===== src/flash_status_params.svh =====
// offsets, field positions and cycle counts of the flash host controller
// assumes pclk at 25 MHz; all times are rounded to whole cycles
`ifndef FLASH_STATUS_PARAMS_SVH
`define FLASH_STATUS_PARAMS_SVH
`define FSP_CLK_MHZ        25
// apb register byte offsets
`define FSP_OFF_CTRL       12'h000
`define FSP_OFF_ADDR       12'h004
`define FSP_OFF_WDATA      12'h008
`define FSP_OFF_STATUS     12'h00c
// ctrl fields
`define FSP_CTRL_START     3
`define FSP_CTRL_ABORT     4
`define FSP_CTRL_SECT      5
// status fields
`define FSP_ST_DONE        1
// flash data bus status bits
`define FSP_BIT_PROTECT    0
`define FSP_BIT_SECT_TOG   2
`define FSP_BIT_WINDOW     3
`define FSP_BIT_TIMEOUT    5
`define FSP_BIT_BUSY_TOG   6
// flash address lines used in high voltage modes
`define FSP_A_ID_OR_PROT   1
`define FSP_A_PROT_DIR     6
`define FSP_RESET_CMD      8'hf0
// times in ns or us, as least figures
`define FSP_T_ACC_NS       120
`define FSP_T_WP_NS        50
`define FSP_T_WPH_NS       20
`define FSP_T_OES_NS       50
`define FSP_T_HV_US        100
`define FSP_SYNC_CYC       3
// derived counts, least times rounded up
`define FSP_ACC_CYC  (((`FSP_T_ACC_NS*`FSP_CLK_MHZ)+999)/1000+`FSP_SYNC_CYC)
`define FSP_WP_CYC   (((`FSP_T_WP_NS*`FSP_CLK_MHZ)+999)/1000)
`define FSP_WPH_CYC  (((`FSP_T_WPH_NS*`FSP_CLK_MHZ)+999)/1000)
`define FSP_OES_CYC  (((`FSP_T_OES_NS*`FSP_CLK_MHZ)+999)/1000)
`define FSP_HV_CYC   (`FSP_T_HV_US*`FSP_CLK_MHZ)
`endif


===== src/flash_status_pkg.sv =====
// types of the flash host controller
// counts and offsets live in flash_status_params.svh
package flash_status_pkg;
  typedef enum logic [2:0] {
    ST_IDLE    = 3'h0,
    ST_DECIDE  = 3'h1,
    ST_SETUP   = 3'h3,
    ST_ACTIVE  = 3'h2,
    ST_RECOVER = 3'h6
  } state_t;
  typedef enum logic [2:0] {
    OP_READ     = 3'h0,
    OP_WRITE    = 3'h1,
    OP_POLL     = 3'h2,
    OP_ERASE_ADD = 3'h3,
    OP_HV_PROT  = 3'h4,
    OP_HV_UNPROT = 3'h5,
    OP_HV_VERIFY = 3'h6,
    OP_RESET_CMD = 3'h7
  } op_t;
  typedef struct packed {
    state_t      st;
    op_t         op;
    logic [2:0]  step;
    logic [15:0] cnt;
    logic        is_wr;
    logic        is_hv;
    logic        recheck;
    logic        abort;
    logic        use_sect;
    logic [18:0] reg_addr;
    logic [7:0]  reg_wdata;
    logic        busy;
    logic        done;
    logic        fail;
    logic        late;
    logic        prot;
    logic [7:0]  rdata;
    logic [7:0]  first;
    logic [7:0]  s1;
    logic [7:0]  s2;
    logic [7:0]  s3;
    logic [18:0] fa;
    logic [7:0]  dout;
    logic        dq_oe;
    logic        ce_n;
    logic        oe_n;
    logic        we_n;
    logic        idv_a9;
    logic        idv_oe;
    logic [31:0] prdata;
    logic        pready;
    logic        pslverr;
  } all_t;
endpackage


===== src/flash_status_host.sv =====
// host controller driving a byte-wide parallel flash through its pins
// assumes an apb master on pclk and a flash with no clock of its own
// Operation
// - host reads data bus twice and compares toggle bit
// - no toggle means done; next read returns array data
// - toggling with timeout set: recheck, on failure send reset
// - after breaking off, restart from the first two reads
// - after timeout host resets before using other sectors
// - host reads window flag before and after extra erase, keeps only the after value in late
// - protect: id voltage on output strobe and A9, dir low
// - unprotect: id voltage, dir high, clears all sectors
`timescale 1ns/10ps
`include "flash_status_params.svh"
module flash_status_host #(
  parameter logic [15:0] ACC_CYC = 16'(`FSP_ACC_CYC),
  parameter logic [15:0] WP_CYC  = 16'(`FSP_WP_CYC),
  parameter logic [15:0] WPH_CYC = 16'(`FSP_WPH_CYC),
  parameter logic [15:0] OES_CYC = 16'(`FSP_OES_CYC),
  parameter logic [15:0] HV_CYC  = 16'(`FSP_HV_CYC)
) (
  input  wire  logic        pclk,
  input  wire  logic        presetn,
  input  wire  logic        psel,
  input  wire  logic        penable,
  input  wire  logic        pwrite,
  input  wire  logic [11:0] paddr,
  input  wire  logic [31:0] pwdata,
  output logic [31:0]       prdata,
  output logic              pready,
  output logic              pslverr,
  output logic [18:0]       flash_addr,
  input  wire  logic [7:0]  dq_i,
  output logic [7:0]        dq_o,
  output logic              dq_oe,
  output logic              ce_n,
  output logic              oe_n,
  output logic              we_n,
  output logic              idv_on_a9,
  output logic              idv_on_oe
);
  import flash_status_pkg::*;

  all_t q;
  all_t n;

  always_comb begin
    logic        go;
    logic        fin;
    logic        lw;
    logic        lh;
    logic [18:0] la;
    logic [7:0]  ld;
    logic        tog;
    logic        unmapped;
    logic [31:0] rd;
    go = 1'b0;
    fin = 1'b0;
    lw = 1'b0;
    lh = 1'b0;
    la = q.reg_addr;
    ld = q.reg_wdata;
    tog = 1'b0;
    unmapped = 1'b0;
    rd = 32'h0000_0000;
    n = q;
    // pin input synchroniser
    n.s1 = dq_i;
    n.s2 = q.s1;
    n.s3 = q.s2;

    // apb slave, zero wait states
    case (paddr)
      `FSP_OFF_CTRL:   rd = {26'h0, q.use_sect, q.abort, 1'b0, q.op};
      `FSP_OFF_ADDR:   rd = {13'h0, q.reg_addr};
      `FSP_OFF_WDATA:  rd = {24'h0, q.reg_wdata};
      `FSP_OFF_STATUS: rd = {16'h0, q.rdata, 3'h0, q.prot, q.late,
                             q.fail, q.done, q.busy};
      default: unmapped = 1'b1;
    endcase
    if (psel && !penable && !q.pready) begin
      n.pready = 1'b1;
      n.prdata = unmapped ? 32'h0000_0000 : rd;
      n.pslverr = unmapped;
    end
    if (psel && penable && q.pready) begin
      n.pready = 1'b0;
      n.pslverr = 1'b0;
      if (pwrite && !q.pslverr) begin
        case (paddr)
          `FSP_OFF_CTRL: begin
            if (pwdata[`FSP_CTRL_START] && !q.busy) begin
              n.op = op_t'(pwdata[2:0]);
              n.use_sect = pwdata[`FSP_CTRL_SECT];
              n.busy = 1'b1;
              n.st = ST_DECIDE;
              n.step = 3'h0;
              n.recheck = 1'b0;
              n.abort = 1'b0;
              n.fail = 1'b0;
            end
            if (pwdata[`FSP_CTRL_ABORT] && q.busy) begin
              n.abort = 1'b1;
            end
          end
          `FSP_OFF_ADDR:  n.reg_addr = pwdata[18:0];
          `FSP_OFF_WDATA: n.reg_wdata = pwdata[7:0];
          `FSP_OFF_STATUS: begin
            if (pwdata[`FSP_ST_DONE]) begin
              n.done = 1'b0;
            end
          end
          default: n.pslverr = 1'b0;
        endcase
      end
    end

    // sequencer: each op is a list of whole bus cycles
    case (q.st)
      ST_IDLE: begin
        // keep any start taken over apb this cycle
        if (q.busy) begin
          n.st = ST_DECIDE;
        end
      end
      ST_DECIDE: begin
        case (q.op)
          OP_READ: begin
            go = (q.step == 3'h0);
            fin = !go;
          end
          OP_WRITE: begin
            go = (q.step == 3'h0);
            lw = 1'b1;
            fin = !go;
          end
          OP_RESET_CMD: begin
            go = (q.step == 3'h0);
            lw = 1'b1;
            ld = `FSP_RESET_CMD;
            fin = !go;
          end
          OP_HV_PROT, OP_HV_UNPROT: begin
            go = (q.step == 3'h0);
            lw = 1'b1;
            lh = 1'b1;
            la[`FSP_A_PROT_DIR] = (q.op == OP_HV_UNPROT);
            fin = !go;
          end
          OP_HV_VERIFY: begin
            go = (q.step == 3'h0);
            lh = 1'b1;
            la[`FSP_A_ID_OR_PROT] = 1'b1;
            fin = !go;
            if (fin) begin
              n.prot = q.rdata[`FSP_BIT_PROTECT];
            end
          end
          OP_ERASE_ADD: begin
            // window flag read, extra erase write, window flag read
            go = (q.step != 3'h3);
            lw = (q.step == 3'h1);
            fin = !go;
            if (fin) begin
              n.late = q.rdata[`FSP_BIT_WINDOW];
            end
          end
          default: begin
            // toggle polling
            tog = q.use_sect ?
                  (q.first[`FSP_BIT_SECT_TOG] ^ q.rdata[`FSP_BIT_SECT_TOG]) :
                  (q.first[`FSP_BIT_BUSY_TOG] ^ q.rdata[`FSP_BIT_BUSY_TOG]);
            if (q.step == 3'h1) begin
              n.first = q.rdata;
            end
            if (q.step >= 3'h3) begin
              fin = 1'b1;
            end else if (q.abort) begin
              fin = 1'b1;
            end else if (q.step < 3'h2) begin
              go = 1'b1;
            end else if (!tog) begin
              go = 1'b1;
            end else if (q.recheck) begin
              n.fail = 1'b1;
              go = 1'b1;
              lw = 1'b1;
              ld = `FSP_RESET_CMD;
              n.step = 3'h3;
            end else begin
              // no launch here: the next pass relaunches from step 0
              n.recheck = q.rdata[`FSP_BIT_TIMEOUT];
              n.step = 3'h0;
            end
          end
        endcase
      end
      ST_SETUP: begin
        if (q.cnt == 16'h0000) begin
          n.st = ST_ACTIVE;
          n.oe_n = q.is_wr;
          n.we_n = !q.is_wr;
          n.cnt = !q.is_wr ? ACC_CYC : (q.is_hv ? HV_CYC : WP_CYC);
        end else begin
          n.cnt = q.cnt - 16'h0001;
        end
      end
      ST_ACTIVE: begin
        if (q.cnt != 16'h0000) begin
          n.cnt = q.cnt - 16'h0001;
        end else if (q.is_wr || (q.s2 == q.s3)) begin
          if (!q.is_wr) begin
            n.rdata = q.s3;
          end
          n.st = ST_RECOVER;
          n.we_n = 1'b1;
          n.oe_n = 1'b1;
          n.cnt = WPH_CYC;
        end
      end
      ST_RECOVER: begin
        if (q.cnt == 16'h0000) begin
          n.st = ST_DECIDE;
          n.ce_n = 1'b1;
          n.dq_oe = 1'b0;
          n.idv_a9 = 1'b0;
          n.idv_oe = 1'b0;
        end else begin
          n.cnt = q.cnt - 16'h0001;
        end
      end
      default: n.st = ST_IDLE;
    endcase

    if (go) begin
      // write strobe only with output strobe high
      n.st = ST_SETUP;
      n.is_wr = lw;
      n.is_hv = lh;
      n.fa = la;
      n.dout = ld;
      n.dq_oe = lw && !lh;
      n.ce_n = 1'b0;
      n.oe_n = 1'b1;
      n.we_n = 1'b1;
      n.idv_a9 = lh;
      n.idv_oe = lh && lw;
      n.cnt = OES_CYC;
      if (q.step < 3'h3) begin
        n.step = q.step + 3'h1;
      end else begin
        n.step = 3'h4;
      end
      if ((q.op == OP_POLL) && (q.step == 3'h2) && !tog) begin
        n.step = 3'h3;
      end
    end
    if (fin) begin
      // a finish beats a software clear of done
      n.st = ST_IDLE;
      n.busy = 1'b0;
      n.done = 1'b1;
      n.abort = 1'b0;
      n.recheck = 1'b0;
    end
  end

  always_ff @(posedge pclk or negedge presetn) begin
    if (!presetn) begin
      q <= '0;
      q.ce_n <= 1'b1;
      q.oe_n <= 1'b1;
      q.we_n <= 1'b1;
    end else begin
      q <= n;
    end
  end

  assign prdata     = q.prdata;
  assign pready     = q.pready;
  assign pslverr    = q.pslverr;
  assign flash_addr = q.fa;
  assign dq_o       = q.dout;
  assign dq_oe      = q.dq_oe;
  assign ce_n       = q.ce_n;
  assign oe_n       = q.oe_n;
  assign we_n       = q.we_n;
  assign idv_on_a9  = q.idv_a9;
  assign idv_on_oe  = q.idv_oe;
endmodule


===== config.mk =====
export PLATFORM = sky130hd
export DESIGN_NAME = flash_status_host
export DESIGN_NICKNAME = d
export VERILOG_FILES = /design/src/flash_status_pkg.sv /design/src/flash_status_host.sv
export VERILOG_INCLUDE_DIRS = /design/src
export SDC_FILE = /design/constraint.sdc
export NUM_CORES = 1
export LEC_CHECK = 0
export ABC_AREA = 1
export BUFFER_PORTS_ARGS = -buffer_cell sky130_fd_sc_hd__buf_2
export CAP_MARGIN = 15
export CELL_PAD_IN_SITES_DETAIL_PLACEMENT = 0
export CELL_PAD_IN_SITES_GLOBAL_PLACEMENT = 2
export CORE_ASPECT_RATIO = 1.1
export CORE_MARGIN = 3
export CORE_UTILIZATION = 35
export CTS_BUF_LIST = sky130_fd_sc_hd__clkbuf_4 sky130_fd_sc_hd__clkbuf_8
export DETAILED_ROUTE_END_ITERATION = 16
export GPL_ROUTABILITY_DRIVEN = 0
export HOLD_SLACK_MARGIN = 0.15
export PLACE_DENSITY = 0.83
export SLEW_MARGIN = 5
export SYNTH_ARGS = -nofsm -noshare
export SYNTH_HDL_FRONTEND = slang
export SYNTH_SLANG_ARGS = --single-unit

===== constraint.sdc =====
create_clock -name pclk -period 2.15 [get_ports pclk]
set_input_delay 0.215 -clock pclk [delete_from_list [all_inputs] [get_ports pclk]]
set_output_delay 0.215 -clock pclk [all_outputs]
set_load 0.1 [all_outputs]

==> flow_summary.ini <==
[grt]
busiest_layer = met2
antenna_found_initial = 0
use_met2_pct = 25.3
grt_use_met3_pct = 3.20
grt.overflow.total = 0
global_route.usage.total_pct = 16.6
met1_usage_pct = 24.3
first_global_vias = 5637
grt_start_max_net_pins = 61
grt_first_pass_wirelength_mm = 29.6

[die]
initial_utilization_pct = 36.4
die_height_um = 158
num_rows = 54
die_x_um = 144
design.die.area_um2 = 22800
io_pins = 124
core_region_area_um2 = 20200

[placed_design]
port_buffers = 97
place_ws_ns = -0.0775
numPlacedInstances = 1184
hpwlAfterDp_mm = 13.5

[detailed_routing]
ant_nets = 0
vias = 5760
drt-initial-drc-count = 311
routed_wirelength_normalized_by_instance_count_um = 14.6
detail_route.vias_per_cell = 4.60
drc_errors = 0
wl_mm = 18.3
drt_first_pass_iters = 5

[synthesis]
postSynth.topFlopCell = sky130_fd_sc_hd__dfrtp_1
synth.yosys.warnings = 0
syn_inst = 880
synth-seq-area-share_pct = 51.1
synth-edff-count = 0
synthArstFlopShare_pct = 100
postSynthRegisterBits = 150
ys_types = 42
synth.avg_cell_area_um2 = 8.35
synth_area_um2 = 7350

[clocking]
clock-sinks = 150
cts_tree = yes
clockBufferDepth = 2
ctsHtreeMaxLevel = 4
clk_transition_reported_paths_ns = 0.09
insertion_delay_ns = 0.46
cts_buffers = 17
cts_root_buf = sky130_fd_sc_hd__clkbuf_8

[critical_path]
path_class = flop to flop
crit_path_start_kind = flop
arrival_ns = 2.39
path_max_fanout = 27
crit_path_max_incr_delay_ns = 0.39
critical_path.most_common_cell = sky130_fd_sc_hd__ha_1
cp.buffers_inverters = 2
ff2ff_setup_slack_ns = 0.09
setup.worst_path.end_class = flop
cp_top_family = simple AND/OR/NAND/NOR gates
required_ns = 2.48
worst_path_cell_with_the_longest_stage_delay = sky130_fd_sc_hd__dfrtp_1
critical_path.cell_chain = ha_1, ha_1, nor2_2, nand2_1, nor2_4, a21oi_4, buf_4, buf_12, nor2_1, a21oi_1

[worst_hold_path]
timing.hold.worst.class = input port to flop

[layout]
layout_common_cells = 247 x sky130_fd_sc_hd__nand2_1, 147 x sky130_fd_sc_hd__dfrtp_1, 96 x sky130_fd_sc_hd__buf_2
insertedDiodeCount = 0
drive_gt1_share_pct = 18.9
finish.cell_count_without_fillers = 1253
area.growth.synth_to_final_pct = 17.9
num-nets-final = 1052
layout_commonest_cell = sky130_fd_sc_hd__nand2_1

[sta]
timing.final.crit_period_ns = 2.06
fin_skew_ns = 0.0170
final-max-slew-violation-count = 0
setup_total_negative_slack_ns = 0
achievable-frequency_mhz = 486
worst_slew_pin_slew_ns = 0.591
setup_viol = 0
period_share_pct = 95.8
pnr_worst_setup_slack_ns = 0.0910
max-slew-margin-rel_pct = 60.6
finalHoldViolations = 0

[power]
totalPowerFinal_mw = 5.75
static_leak_nw = 4.58
powerDensity_nw_per_um2 = 663
max-vdd-ir-drop_v = 0.000357

[outcome]
status = finished, final reports clean

[flow_run]
cap_viol_max_count = 0
[stage by stage]
step                utilization, %  hold WS, ns  area (µm²)
floorplan                        -      -0.0806        7390
global placement              38.9        0.245        7860
detailed placement            38.9        0.242        7860
CTS                           42.6        0.154        8610
global route                  42.9        0.186        8670
finish                        42.9        0.172        8670
[worst reg2reg max path, stage by stage, from the launching register on]
cell and delay, ns:
sky130_fd_sc_hd__dfrtp_1 0.39, sky130_fd_sc_hd__ha_1 0.22, sky130_fd_sc_hd__ha_1 0.21, sky130_fd_sc_hd__nor2_2 0.13
sky130_fd_sc_hd__nand2_1 0.10, sky130_fd_sc_hd__nor2_4 0.18, sky130_fd_sc_hd__a21oi_4 0.11, sky130_fd_sc_hd__buf_4 0.16
sky130_fd_sc_hd__buf_12 0.16, sky130_fd_sc_hd__nor2_1 0.19, sky130_fd_sc_hd__a21oi_1 0.10
[final timing paths]
kind | depth (start not counted) | startpoint | end
min reg2reg | 0 | n[75] | n[67]
min in group asynchronous | 2 | presetn | q[148]
max in group asynchronous | 3 | presetn | flash_addr[5]
max | 10 | q[160] | dq_o[7]
max reg2reg | 10 | q[160] | dq_o[7]
min | 4 | paddr[3] | prdata[18]
[flip-flops by register name (all words and copies together), names as in the netlist]
name        cells
ce_n            1
dq_o            8
dq_oe           1
flash_addr     19
idv_on_a9       1
idv_on_oe       1
n              16
oe_n            1
prdata         19
pready          1
pslverr         1
q              80
we_n            1
[synth_stat cells, types with 2 or more instances]
cell type,instances,area share (%)
sky130_fd_sc_hd__nor2_4,2,0.31
sky130_fd_sc_hd__ha_1,7,1.2
sky130_fd_sc_hd__nor3_2,2,0.27
sky130_fd_sc_hd__nor2_2,5,0.43
sky130_fd_sc_hd__a21oi_1,22,1.5
sky130_fd_sc_hd__nand3_1,58,3.9
sky130_fd_sc_hd__a31oi_1,4,0.34
sky130_fd_sc_hd__o211ai_1,2,0.20
sky130_fd_sc_hd__buf_6,6,0.92
sky130_fd_sc_hd__nor2_1,63,3.2
sky130_fd_sc_hd__dfrtp_1,147,50
sky130_fd_sc_hd__xnor2_1,10,1.2
sky130_fd_sc_hd__o21ai_0,67,4.6
sky130_fd_sc_hd__dfstp_2,3,1.1
sky130_fd_sc_hd__nor3_1,8,0.54
sky130_fd_sc_hd__o21ai_1,22,1.5
sky130_fd_sc_hd__nand2_1,247,13
sky130_fd_sc_hd__nand2_2,3,0.26
sky130_fd_sc_hd__clkinv_1,3,0.15
sky130_fd_sc_hd__nand4_1,12,1.0
sky130_fd_sc_hd__or2_2,2,0.17
sky130_fd_sc_hd__xor2_1,7,0.83
sky130_fd_sc_hd__buf_2,6,0.41
sky130_fd_sc_hd__a21o_1,5,0.51
sky130_fd_sc_hd__buf_4,61,6.2
sky130_fd_sc_hd__clkbuf_1,9,0.46
sky130_fd_sc_hd__inv_2,3,0.15
sky130_fd_sc_hd__inv_1,80,4.1
[repair_timing]
| action | CTS | global route |
|---|---|---|
| hold endpoints to repair | 98 | 0 |
| endpoints found under the setup margin | 10 | 25 |
| pin swaps | 1 | 0 |
| resized for setup | 1 | 7 |
| hold buffers | 33 | 0 |
| setup buffers | 1 | 3 |
[kinds of logic after synthesis]
group | Yosys count | share of synthesized area (%)
buffers and inverters | 168 | 12.4
adders and majority gates | 7 | 1.19
and+or+nand+nor | 407 | 23.6
DFF | 150 | 51.1
xor gates and xnor gates | 17 | 2.03
AOI/OAI and AO/OA | 130 | 9.58
other | 1 | 0.0510
[report_power, final]
part	switching, mW	internal [mW]
Sequential	0.0292	2.87
Combinational	0.430	0.148
Clock	1.20	1.08
[routing by layer]
| layer | wire length [µm] | vias to the layer above |
|---|---|---|
| met1 | 9430 | 2707 |
| li1 | - | 2954 |
| met3 | 541 | 5 |
| met5 | 0 | - |
| met2 | 8250 | 94 |
| met4 | 122 | 0 |
[area by class of cell]
cell class              instances  area (µm²)
inverters                      86         323
repair buffers                159        1100
well taps                     252         315
multi-input cells             574        2760
fillers                      2040       11500
flip-flops and latches        150        3760
clock buffers                  18         241
clock inverters                14         164
Note: power is estimated with default switching activity, not from simulation.
